## config.mk

```make
export PLATFORM = sky130hd
export DESIGN_NAME = reference_clock_output_select
export DESIGN_NICKNAME = d
export VERILOG_FILES = /design/src/include/refclk_pkg.sv /design/src/rtl/ref_output_stage.sv /design/src/rtl/reference_clock_output_select.sv
export SDC_FILE = /design/constraint.sdc
export NUM_CORES = 1
export LEC_CHECK = 0
export BUFFER_PORTS_ARGS = -buffer_cell sky130_fd_sc_hd__buf_4
export CORE_MARGIN = 10
export CORE_UTILIZATION = 50
export CTS_BUF_LIST = sky130_fd_sc_hd__clkbuf_4 sky130_fd_sc_hd__clkbuf_8
export CTS_CLUSTER_SIZE = 30
export DETAILED_ROUTE_END_ITERATION = 12
export PLACE_DENSITY_LB_ADDON = 0.15
export SLEW_MARGIN = 10
export SYNTH_ARGS = -nofsm -noshare
export SYNTH_HDL_FRONTEND = slang
export SYNTH_SLANG_ARGS = --single-unit
```

## constraint.sdc

```tcl
create_clock -name sys_clk -period 4.2 [get_ports sys_clk]
set_input_delay 0.42 -clock sys_clk [delete_from_list [all_inputs] [get_ports sys_clk]]
set_output_delay 0.42 -clock sys_clk [all_outputs]
set_load 0.05 [all_outputs]
```

## src/include/refclk_pkg.sv

```systemverilog
// constants and types shared by the reference output selection logic
package refclk_pkg;

	// register byte addresses on the avalon slave
	localparam logic [3:0] ADDR_CFG    = 4'h0;
	localparam logic [3:0] ADDR_STATUS = 4'h4;

	// reference_output_config field positions
	localparam int BIT_JA_BYPASS  = 6;
	localparam int BIT_HOLD       = 5;
	localparam int BIT_SYN_BYPASS = 4;
	localparam int BIT_FREE       = 3;
	localparam int FREQ_LSB       = 0;
	localparam int FREQ_W         = 3;
	localparam int CFG_W          = 7;

	// reset value of the writable config bits (bit 7 is not stored)
	localparam logic [CFG_W-1:0] CFG_RESET = 7'h00;

	// frequency-select codes with special meaning
	localparam logic [FREQ_W-1:0] FREQ_PASS     = 3'h0;
	localparam logic [FREQ_W-1:0] FREQ_RESERVED = 3'h3;

	// status register field positions
	localparam int ST_MODE_A_LSB = 0;
	localparam int ST_MODE_B_LSB = 8;
	localparam int ST_UNDEF      = 16;
	localparam int ST_LOST_A     = 17;
	localparam int ST_LOST_B     = 18;
	localparam int ST_E1_A       = 19;
	localparam int ST_E1_B       = 20;

	// what a reference output carries
	typedef enum logic [4:0] {
		MODE_SOURCE      = 5'b00001,
		MODE_SYNTH_LOCK  = 5'b00010,
		MODE_SYNTH_FREE  = 5'b00100,
		MODE_LINE_FREE   = 5'b01000,
		MODE_HIGH        = 5'b10000
	} out_mode_e;

endpackage

```

## src/rtl/ref_output_stage.sv

```systemverilog
// output stage of one reference clock pin: registered mode, clock mux
`timescale 1ns/1ps
module ref_output_stage
	import refclk_pkg::*;
(
	input  wire logic                 sys_clk,
	input  wire logic                 rst,
	input  wire refclk_pkg::out_mode_e mode_d,
	input  wire logic                 source_clk,
	input  wire logic                 synth_clk,
	input  wire logic                 line_free_clk,
	output      refclk_pkg::out_mode_e mode,
	output      logic                 ref_out
);
	import refclk_pkg::*;

	typedef struct packed {
		out_mode_e mode;
	} stage_s;

	stage_s s_q;
	stage_s s_d;

	always_comb begin
		s_d      = s_q;
		s_d.mode = mode_d;
	end

	always_ff @(posedge sys_clk or posedge rst) begin
		if (rst) begin
			s_q.mode <= MODE_HIGH;
		end else begin
			s_q <= s_d;
		end
	end

	assign mode = s_q.mode;

	// select changes only on sys_clk edges or at the asynchronous reset; a short glitch on a change is accepted
	always_comb begin
		case (s_q.mode)
			MODE_SOURCE:     ref_out = source_clk;
			MODE_SYNTH_LOCK: ref_out = synth_clk;
			MODE_SYNTH_FREE: ref_out = synth_clk;
			MODE_LINE_FREE:  ref_out = line_free_clk;
			default:         ref_out = 1'b1;
		endcase
	end

endmodule

```

## src/rtl/reference_clock_output_select.sv

```systemverilog
// reference output configuration register and source/mode selection
//
// Implementation choices: the register addresses and the Avalon-MM slave port.
`timescale 1ns/1ps
// How it works
// - jitter bypass only affects recovered channel sources
// - bypass 0 uses attenuator, 1 uses recovery
// - hold setting matters only while source lost
// - output b lost, hold 0: T1/E1 free-run
// - output a ignores hold for external source
// - free-run bit only matters through synthesizer
// - free 0: synthesizer locked to source
// - free 1: synthesizer free-runs from master clock
// - external source lost: high or free-run
// - channel lost via synthesizer, free 0: hold picks high
// - channel lost, bypassed: T1/E1 free-run or high
// - frequency select honoured only when synthesizer enabled
// - locked frequency codes, 000 passes source frequency
// - free-run codes 000 and 011 undefined
module reference_clock_output_select
	import refclk_pkg::*;
(
	input  wire logic                 sys_clk,
	input  wire logic                 rst,
	input  wire logic [3:0]           avs_address,
	input  wire logic                 avs_read,
	input  wire logic                 avs_write,
	input  wire logic [31:0]          avs_writedata,
	input  wire logic [3:0]           avs_byteenable,
	output      logic [31:0]          avs_readdata,
	output      logic                 avs_waitrequest,
	input  wire logic                 src_a_is_channel,
	input  wire logic                 src_b_is_channel,
	input  wire logic                 src_a_lost,
	input  wire logic                 src_b_lost,
	input  wire logic                 src_a_is_e1,
	input  wire logic                 src_b_is_e1,
	input  wire logic                 rja_clk_a,
	input  wire logic                 cdr_clk_a,
	input  wire logic                 rja_clk_b,
	input  wire logic                 cdr_clk_b,
	input  wire logic                 external_ref_input,
	input  wire logic                 synth_out_clk,
	input  wire logic                 t1_free_clk,
	input  wire logic                 e1_free_clk,
	output      logic                 synth_ref_clk,
	output      logic                 synth_enable,
	output      logic                 synth_free_run,
	output      logic [2:0]           synth_freq_select,
	output      logic                 recovered_from_cdr_a,
	output      logic                 recovered_from_cdr_b,
	output      logic                 cfg_undefined,
	output      logic                 ref_out_a,
	output      logic                 ref_out_b
);
	import refclk_pkg::*;

	typedef struct packed {
		logic [CFG_W-1:0] cfg;
		logic             ack;
		logic [31:0]      rdata;
		logic             e1_a;
		logic             e1_b;
		logic             undef;
		logic [2:0]       freq;
		logic             syn_en;
		logic             free_run;
		logic             cdr_a;
		logic             cdr_b;
	} state_s;

	state_s    s_q;
	state_s    s_d;
	out_mode_e mode_a_d;
	out_mode_e mode_b_d;
	out_mode_e mode_a;
	out_mode_e mode_b;
	logic      jab;
	logic      hold;
	logic      syn_byp;
	logic      free;
	logic      src_clk_a;
	logic      src_clk_b;
	logic      line_clk_a;
	logic      line_clk_b;

	assign jab     = s_q.cfg[BIT_JA_BYPASS];
	assign hold    = s_q.cfg[BIT_HOLD];
	assign syn_byp = s_q.cfg[BIT_SYN_BYPASS];
	assign free    = s_q.cfg[BIT_FREE];

	// mode of output a from source kind, loss and the config bits
	function automatic out_mode_e pick_mode_a(input logic chan, input logic lost,
			input logic byp, input logic fr, input logic hd);
		if (!lost) begin
			if (byp) begin
				pick_mode_a = MODE_SOURCE;
			end else if (fr) begin
				pick_mode_a = MODE_SYNTH_FREE;
			end else begin
				pick_mode_a = MODE_SYNTH_LOCK;
			end
		end else if (!chan) begin
			// hold ignored for the external input
			pick_mode_a = (!byp && fr) ? MODE_SYNTH_FREE : MODE_HIGH;
		end else if (byp) begin
			pick_mode_a = hd ? MODE_HIGH : MODE_LINE_FREE;
		end else if (fr) begin
			pick_mode_a = MODE_SYNTH_FREE;
		end else begin
			pick_mode_a = hd ? MODE_HIGH : MODE_SYNTH_FREE;
		end
	endfunction

	// recovered clock path: attenuator or straight from recovery
	function automatic logic pick_src(input logic chan, input logic byp_ja,
			input logic rx_jitter_attenuator, input logic cdr, input logic ext);
		if (chan) begin
			pick_src = byp_ja ? cdr : rx_jitter_attenuator;
		end else begin
			pick_src = ext;
		end
	endfunction

	// combinations with no defined synthesizer output
	function automatic logic freq_undefined(input logic fr, input logic [2:0] code);
		if (fr) begin
			freq_undefined = (code == FREQ_PASS) || (code == FREQ_RESERVED);
		end else begin
			freq_undefined = (code == FREQ_RESERVED);
		end
	endfunction

	always_comb begin
		// output b has no synthesizer; hold applies only on loss
		if (!src_b_lost) begin
			mode_b_d = MODE_SOURCE;
		end else begin
			mode_b_d = hold ? MODE_HIGH : MODE_LINE_FREE;
		end
		mode_a_d = pick_mode_a(src_a_is_channel, src_a_lost, syn_byp, free, hold);
	end

	assign src_clk_a  = pick_src(src_a_is_channel, jab, rja_clk_a, cdr_clk_a, external_ref_input);
	assign src_clk_b  = pick_src(src_b_is_channel, jab, rja_clk_b, cdr_clk_b, external_ref_input);
	// standard remembered from before the loss picks 1.544 or 2.048 MHz
	assign line_clk_a = s_q.e1_a ? e1_free_clk : t1_free_clk;
	assign line_clk_b = s_q.e1_b ? e1_free_clk : t1_free_clk;
	assign synth_ref_clk = src_clk_a;

	always_comb begin
		s_d     = s_q;
		s_d.ack = (avs_read || avs_write) && !s_q.ack;
		if (!src_a_lost) begin
			s_d.e1_a = src_a_is_e1;
		end
		if (!src_b_lost) begin
			s_d.e1_b = src_b_is_e1;
		end
		// synthesizer controls held at rest while it is bypassed
		s_d.syn_en   = !syn_byp;
		s_d.free_run = !syn_byp && free;
		s_d.freq     = syn_byp ? FREQ_PASS : s_q.cfg[FREQ_LSB +: FREQ_W];
		s_d.undef    = !syn_byp && freq_undefined(free, s_q.cfg[FREQ_LSB +: FREQ_W]);
		s_d.cdr_a    = src_a_is_channel && jab;
		s_d.cdr_b    = src_b_is_channel && jab;
		// write lands on the edge where waitrequest is low
		if (s_q.ack && avs_write && avs_address == ADDR_CFG && avs_byteenable[0]) begin
			s_d.cfg = avs_writedata[CFG_W-1:0];
		end
		// read data loaded one edge ahead so it stands while waitrequest is low
		if (s_d.ack && avs_read) begin
			s_d.rdata = 32'h0000_0000;
			if (avs_address == ADDR_CFG) begin
				s_d.rdata[CFG_W-1:0] = s_q.cfg;
			end else if (avs_address == ADDR_STATUS) begin
				s_d.rdata[ST_MODE_A_LSB +: 5] = mode_a;
				s_d.rdata[ST_MODE_B_LSB +: 5] = mode_b;
				s_d.rdata[ST_UNDEF]           = s_q.undef;
				s_d.rdata[ST_LOST_A]          = src_a_lost;
				s_d.rdata[ST_LOST_B]          = src_b_lost;
				s_d.rdata[ST_E1_A]            = s_q.e1_a;
				s_d.rdata[ST_E1_B]            = s_q.e1_b;
			end
		end
	end

	always_ff @(posedge sys_clk or posedge rst) begin
		if (rst) begin
			s_q.cfg      <= CFG_RESET;
			s_q.ack      <= 1'b0;
			s_q.rdata    <= 32'h0000_0000;
			s_q.e1_a     <= 1'b0;
			s_q.e1_b     <= 1'b0;
			s_q.undef    <= 1'b0;
			s_q.freq     <= FREQ_PASS;
			s_q.syn_en   <= 1'b0;
			s_q.free_run <= 1'b0;
			s_q.cdr_a    <= 1'b0;
			s_q.cdr_b    <= 1'b0;
		end else begin
			s_q <= s_d;
		end
	end

	assign avs_waitrequest      = (avs_read || avs_write) && !s_q.ack;
	assign avs_readdata         = s_q.rdata;
	assign synth_enable         = s_q.syn_en;
	assign synth_free_run       = s_q.free_run;
	assign synth_freq_select    = s_q.freq;
	assign recovered_from_cdr_a = s_q.cdr_a;
	assign recovered_from_cdr_b = s_q.cdr_b;
	assign cfg_undefined        = s_q.undef;

	ref_output_stage stage_a (
		.sys_clk       (sys_clk),
		.rst           (rst),
		.mode_d        (mode_a_d),
		.source_clk    (src_clk_a),
		.synth_clk     (synth_out_clk),
		.line_free_clk (line_clk_a),
		.mode          (mode_a),
		.ref_out       (ref_out_a)
	);

	// output b bypasses the synthesizer, its synth input is unused
	ref_output_stage stage_b (
		.sys_clk       (sys_clk),
		.rst           (rst),
		.mode_d        (mode_b_d),
		.source_clk    (src_clk_b),
		.synth_clk     (1'b1),
		.line_free_clk (line_clk_b),
		.mode          (mode_b),
		.ref_out       (ref_out_b)
	);

endmodule

```

# Word-level counts from Yosys, hierarchy flattened

Index checks and enable logic that the tools add are counted.

Word-level logic and storage cells: 64
Output and inout port bits: 44
Input port bits: 58
Flip-flop bits (word level): 45

Equal/unequal tests: 8
Reductions and logical operators: 16
Mux-type cells: 27

Operators with widths:

| cell                                           | count |
|---|---|
| 2-to-1 mux 5 bit                               | 14 |
| == test 5 x 1 -> 1 bit (second input constant) | 2 |
| == test 5 x 4 -> 1 bit (second input constant) | 2 |
| logical AND 1 bit                              | 9 |
| 2-to-1 mux 3 bit                               | 3 |
| 2-to-1 mux 1 bit                               | 7 |
| == test 5 x 2 -> 1 bit (second input constant) | 1 |
| == test 5 x 3 -> 1 bit (second input constant) | 1 |
| == test 4 x 3 -> 1 bit (second input constant) | 1 |
| logical NOT 4 bit                              | 1 |
| == test 3 x 2 -> 1 bit (second input constant) | 1 |
| logical NOT 3 bit                              | 1 |
| one-hot mux 1 bit (3 select lines)             | 1 |
| logical NOT 1 bit                              | 2 |
| logical OR 1 bit                               | 2 |
| 2-to-1 mux 2 bit                               | 1 |
| one-hot mux 1 bit (2 select lines)             | 1 |
| OR reduction 2 bit                             | 1 |

# Longest topological paths before layout

Depth in word-level cells: 5
Depth in mapped cells: 5
Mapped depth without buffers: 4

# Cells and area by module

From an unflattened synthesis, not the netlist that was laid out.

Cells, all modules: 174
Area, all modules: 2118.3 um^2

Modules (own cells, without submodules):

| module                        | seq. area each (um^2) | cells an instance | times used | area an instance (um^2) |
|---|---|---|---|---|
| reference_clock_output_select | 875.8                 | 150               | 1          | 1757.9 |
| ref_output_stage              | 126.4                 | 12                | 2          | 180.2 |

# Least setup slack after synthesis

OpenSTA, ideal clock, no wires.

Path kind: flip-flop to output port
From: reg s_q[9] (netlist bit)
To: out ref_out_a
Arrival time: 2.479 ns
Slack: 1.301 ns
Cell stages (with the launch flop): 5
Path buffers: 0
Cells stage by stage: dfrtp_1 -> mux2i_1 -> nand3b_1 -> a21oi_1 -> o311ai_0

Word-level cells in the longest chain between the ends: 2

RTL lines:

| element                            | RTL line                             | text |
|---|---|---|
| from (decl)                        | reference_clock_output_select.sv:72  | `state_s s_q;` |
| 2-to-1 mux 1 bit                   | reference_clock_output_select.sv:147 | `assign line_clk_a = s_q.e1_a ? e1_free_clk : t1_free_clk;` |
| one-hot mux 1 bit (3 select lines) | ref_output_stage.sv:41               | `case (s_q.mode)` |
| to (decl)                          | reference_clock_output_select.sv:53  | `output logic ref_out_a,` |

No other way between the ends.

# Worst setup path in the final report

From: reg s_q (netlist bit jab)
To: out ref_out_a

Word-level cells in the longest chain between the ends: 3

RTL lines:

| element                            | RTL line                             | text |
|---|---|---|
| 2-to-1 mux 1 bit                   | reference_clock_output_select.sv:119 | `pick_src = byp_ja ? cdr : rx_jitter_attenuator;` |
| 2-to-1 mux 1 bit                   | reference_clock_output_select.sv:118 | `if (chan) begin` |
| one-hot mux 1 bit (3 select lines) | ref_output_stage.sv:41               |  |

No other way between the ends.

==> results.md <==
- Number of enable flip-flop cells after synthesis: 0
- Synth Area in Adders: 0%
- Max H-tree Level: 2
- Pins over their slew limit: 0
- IO Count: between 100 and 150
- Critical Path RT: 3.78 ns
- Clk buf depth: 2
- Cts repair resizes: 0
- Via density: ~5.0
- DR vias: 1,288
- Placed cell area: 0.00219 sq mm
- Clock root cell: clkbuf_8
- Antenna fix cells: 0
- Initial Utilization: 52.2%
- PwrDens: about 400 mW/mm^2
- Post-CTS Setup Bufs: 0
- Worst setup EP type: output port
- Xor/xnor share of the synthesized area: 0%
- Layout Skew: 0.00247 ns
- Final core occ: 62.2%
- Worst min path class: input port to asynchronous set/reset pin
- Port Buffer Count: between 50 and 60
- Critical path type: flop to output port
- DRC violations left: 0
- Synth cell types: 33
- Final WS setup: 2.04 ns
- Clock latency on the worst-skew pair: approximately 0.28 ns
- Most frequent cells in the layout: 57 x buf_4, 39 x dfrtp_1, 17 x conb_1
- Register area share after synthesis: between 50% and 60%
- Worst vdd ir: 237 uV
- Ys flop type: dfrtp_1
- Outcome: complete, no violations
- RSZ-0062 raised after global routing: no
- Total CTS buffers: 5
- Synth Area in Simple Gates: around 15%
- Critical path peak fanout: 6
- Slew headroom: just over 50%
- Pre-CTS setup slack: 2.11 ns
- Setup TNS: 0 ns
- WL/cell: around 17 um
- First-pass DRT Iterations: 4
- CTS tree: yes
- Yosys reg bits: a little over 40
- Mapped Area: between 0.0015 and 0.002 sq mm
- Synthesis-to-finish area growth: 19.2%
- Worst-Margin Slew: about 0.72 ns
- Critical Path Source Type: flop
- Mux cell area share after synthesis: between 6 and 7%
- Initial antenna violation count: 0
- Largest family of logic cells by synthesized area: buffers and inverters
- Final Cycle Share: 51.4%
- Share of cells above drive strength 1: roughly 34%
- Pin count of the biggest net entering global routing: 42
- Endpoints failing setup: 0
- Nets: approximately 270
- Async S/R FF share, synth: 100%
- Die X: just over 80 um
- Worst EP arrival: ~1.7 ns
- Routed Antenna Nets: 0
- First-pass GRT wire length: between 6000 and 7000 um
- Yosys warning total: 0
- Total global routing overflow: 0
- Count of final hold-check violations: 0
- Final Critical Period: 2.16 ns
- Drt total wl: between 4000 and 5000 um
- Total of max-cap violations: 0
- Final Cell Area: about 0.0023 sq mm
- Most common cell after layout, fill and taps aside: buf_4
- CTS Sinks: 41
- Die area: ~0.0067 sq mm
- Die H: between 80 and 90 um
- Area fraction in compound gates after synthesis: between 9 and 10%
- Fmax: approximately 460 MHz
- Syn_area_per_cell: 11.5 sq um
- Clock-pin slew on the worst setup and hold paths: ~0.070 ns
- Mapped Cells: roughly 170
- Number of global-route vias before repair: between 1,000 and 1,500
- Total GRT Usage: a little over an eighth
- Initial DRC Count: 66
- Post-CTS Hold Fix Bufs: 0
- DP Wirelength: 3390 um
- Placer Congestion: approximately 0.78
- Row count: 22
- Static leakage: around 1.2 nW
- Core box area: roughly 0.0037 sq mm
-- logic make-up (layout without fill, tap and decap cells) --
group                  after synthesis  count (layout)
muxes                               12              12
other                                1              17
buffers and inverters               42              68
DFF                                 41              41
and+or+nand+nor                     47              47
AOI/OAI and AO/OA                   24              24
-- metrics by stage --
stage / total power [mW] / instances / hold slack [ns]
2_1_floorplan: 0.627 / 183 / 0.429
4_1_cts: 0.943 / 257 / 0.273
5_1_grt: 0.983 / 257 / 0.294
3_5_place_dp: 0.677 / 249 / 0.459
3_3_place_gp: 0.670 / 249 / 0.450
6_report: 0.935 / 257 / 0.259
-- metal layers --
| metal | vias to the layer above | share of wire (%) | GRT usage, % | wire length, um |
|---|---|---|---|---|
| met5 | - | 0 | 0 | 0 |
| met4 | 0 | 2.7 | 6.97 | 117 |
| met3 | 11 | 7.9 | 4.48 | 339 |
| met2 | 44 | 53 | 23.2 | 2290 |
| met1 | 623 | 36 | 13.8 | 1530 |
| li1 | 610 | - | - | - |
-- worst max-delay path: stages, from the launching register on --
cell and delay, ns:
dfrtp_1 0.47, mux2i_1 0.26, nand2_1 0.10, a32oi_1 0.24
o311ai_0 0.17, buf_4 0.22
-- final cells by class --
| cell class | instances | area [sq um] |
|---|---|---|
| Fill cell | 308 | 1390 |
| Sequential cell | 41 | 1030 |
| Multi-Input combinational cell | 100 | 669 |
| Timing Repair Buffer | 57 | 428 |
| Clock buffer | 8 | 97.6 |
| Tap cell | 48 | 60.1 |
| Inverter | 3 | 11.3 |
-- final timing paths --
| check | startpoint | end | slack (ns) | cells past startpoint |
|---|---|---|---|---|
| setup / recovery | jab$_DFFE_PP0P_ | ref_out_a | 2.04 | 5 |
| hold / removal | rst | synth_enable$_DFF_PP0_ | 0.26 | 3 |
| setup reg to reg | s_q[42]$_DFF_PP0_ | avs_readdata[3]$_DFFE_PP0P_ | 2.50 | 4 |
| hold reg to reg | s_q[42]$_DFF_PP0_ | s_q[42]$_DFF_PP0_ | 0.47 | 1 |
| max in group asynchronous | rst | stage_b.mode[4]$_DFF_PP1_ | 3.57 | 3 |
| min in group sys_clk | src_b_lost | stage_b.mode[0]$_DFF_PP0_ | 0.33 | 2 |
-- power by group --
part / total, mW / internal, mW / switching [mW] / leakage, nW
sequential: 0.461 / 0.427 / 0.0334 / 0.541
combinational: 0.210 / 0.0686 / 0.141 / 0.605
clock: 0.264 / 0.147 / 0.118 / 0.0523
-- cell usage after synthesis (2+ instances only) --
cell / n / area, sq um
mux2i_1: 4 / 40.0
clkbuf_1: 2 / 7.51
nor3_1: 3 / 15.0
a21oi_1: 6 / 30.0
nand2_1: 7 / 26.3
a22o_1: 8 / 70.1
nor3b_1: 3 / 22.5
mux2_1: 6 / 67.6
a221o_1: 5 / 50.1
and2_1: 3 / 18.8
nor2b_1: 5 / 31.3
dfstp_2: 2 / 52.6
nand2b_1: 2 / 12.5
buf_4: 37 / 278
inv_1: 3 / 11.3
dfrtp_1: 39 / 976
nor2_1: 9 / 33.8
nand3_1: 2 / 10.0
and3_1: 6 / 37.5
mux2_2: 2 / 22.5
-- sequential cells by signal, indices dropped and copies added, names as in the netlist --
register              flops
hold                      1
jab                       1
stage_b.mode              3
avs_readdata             15
stage_a.mode              5
free                      1
s_q                       7
cfg_undefined             1
synth_free_run            1
synth_enable              1
recovered_from_cdr_b      1
recovered_from_cdr_a      1
synth_freq_select         3
Power figures use the tool's default switching activity.
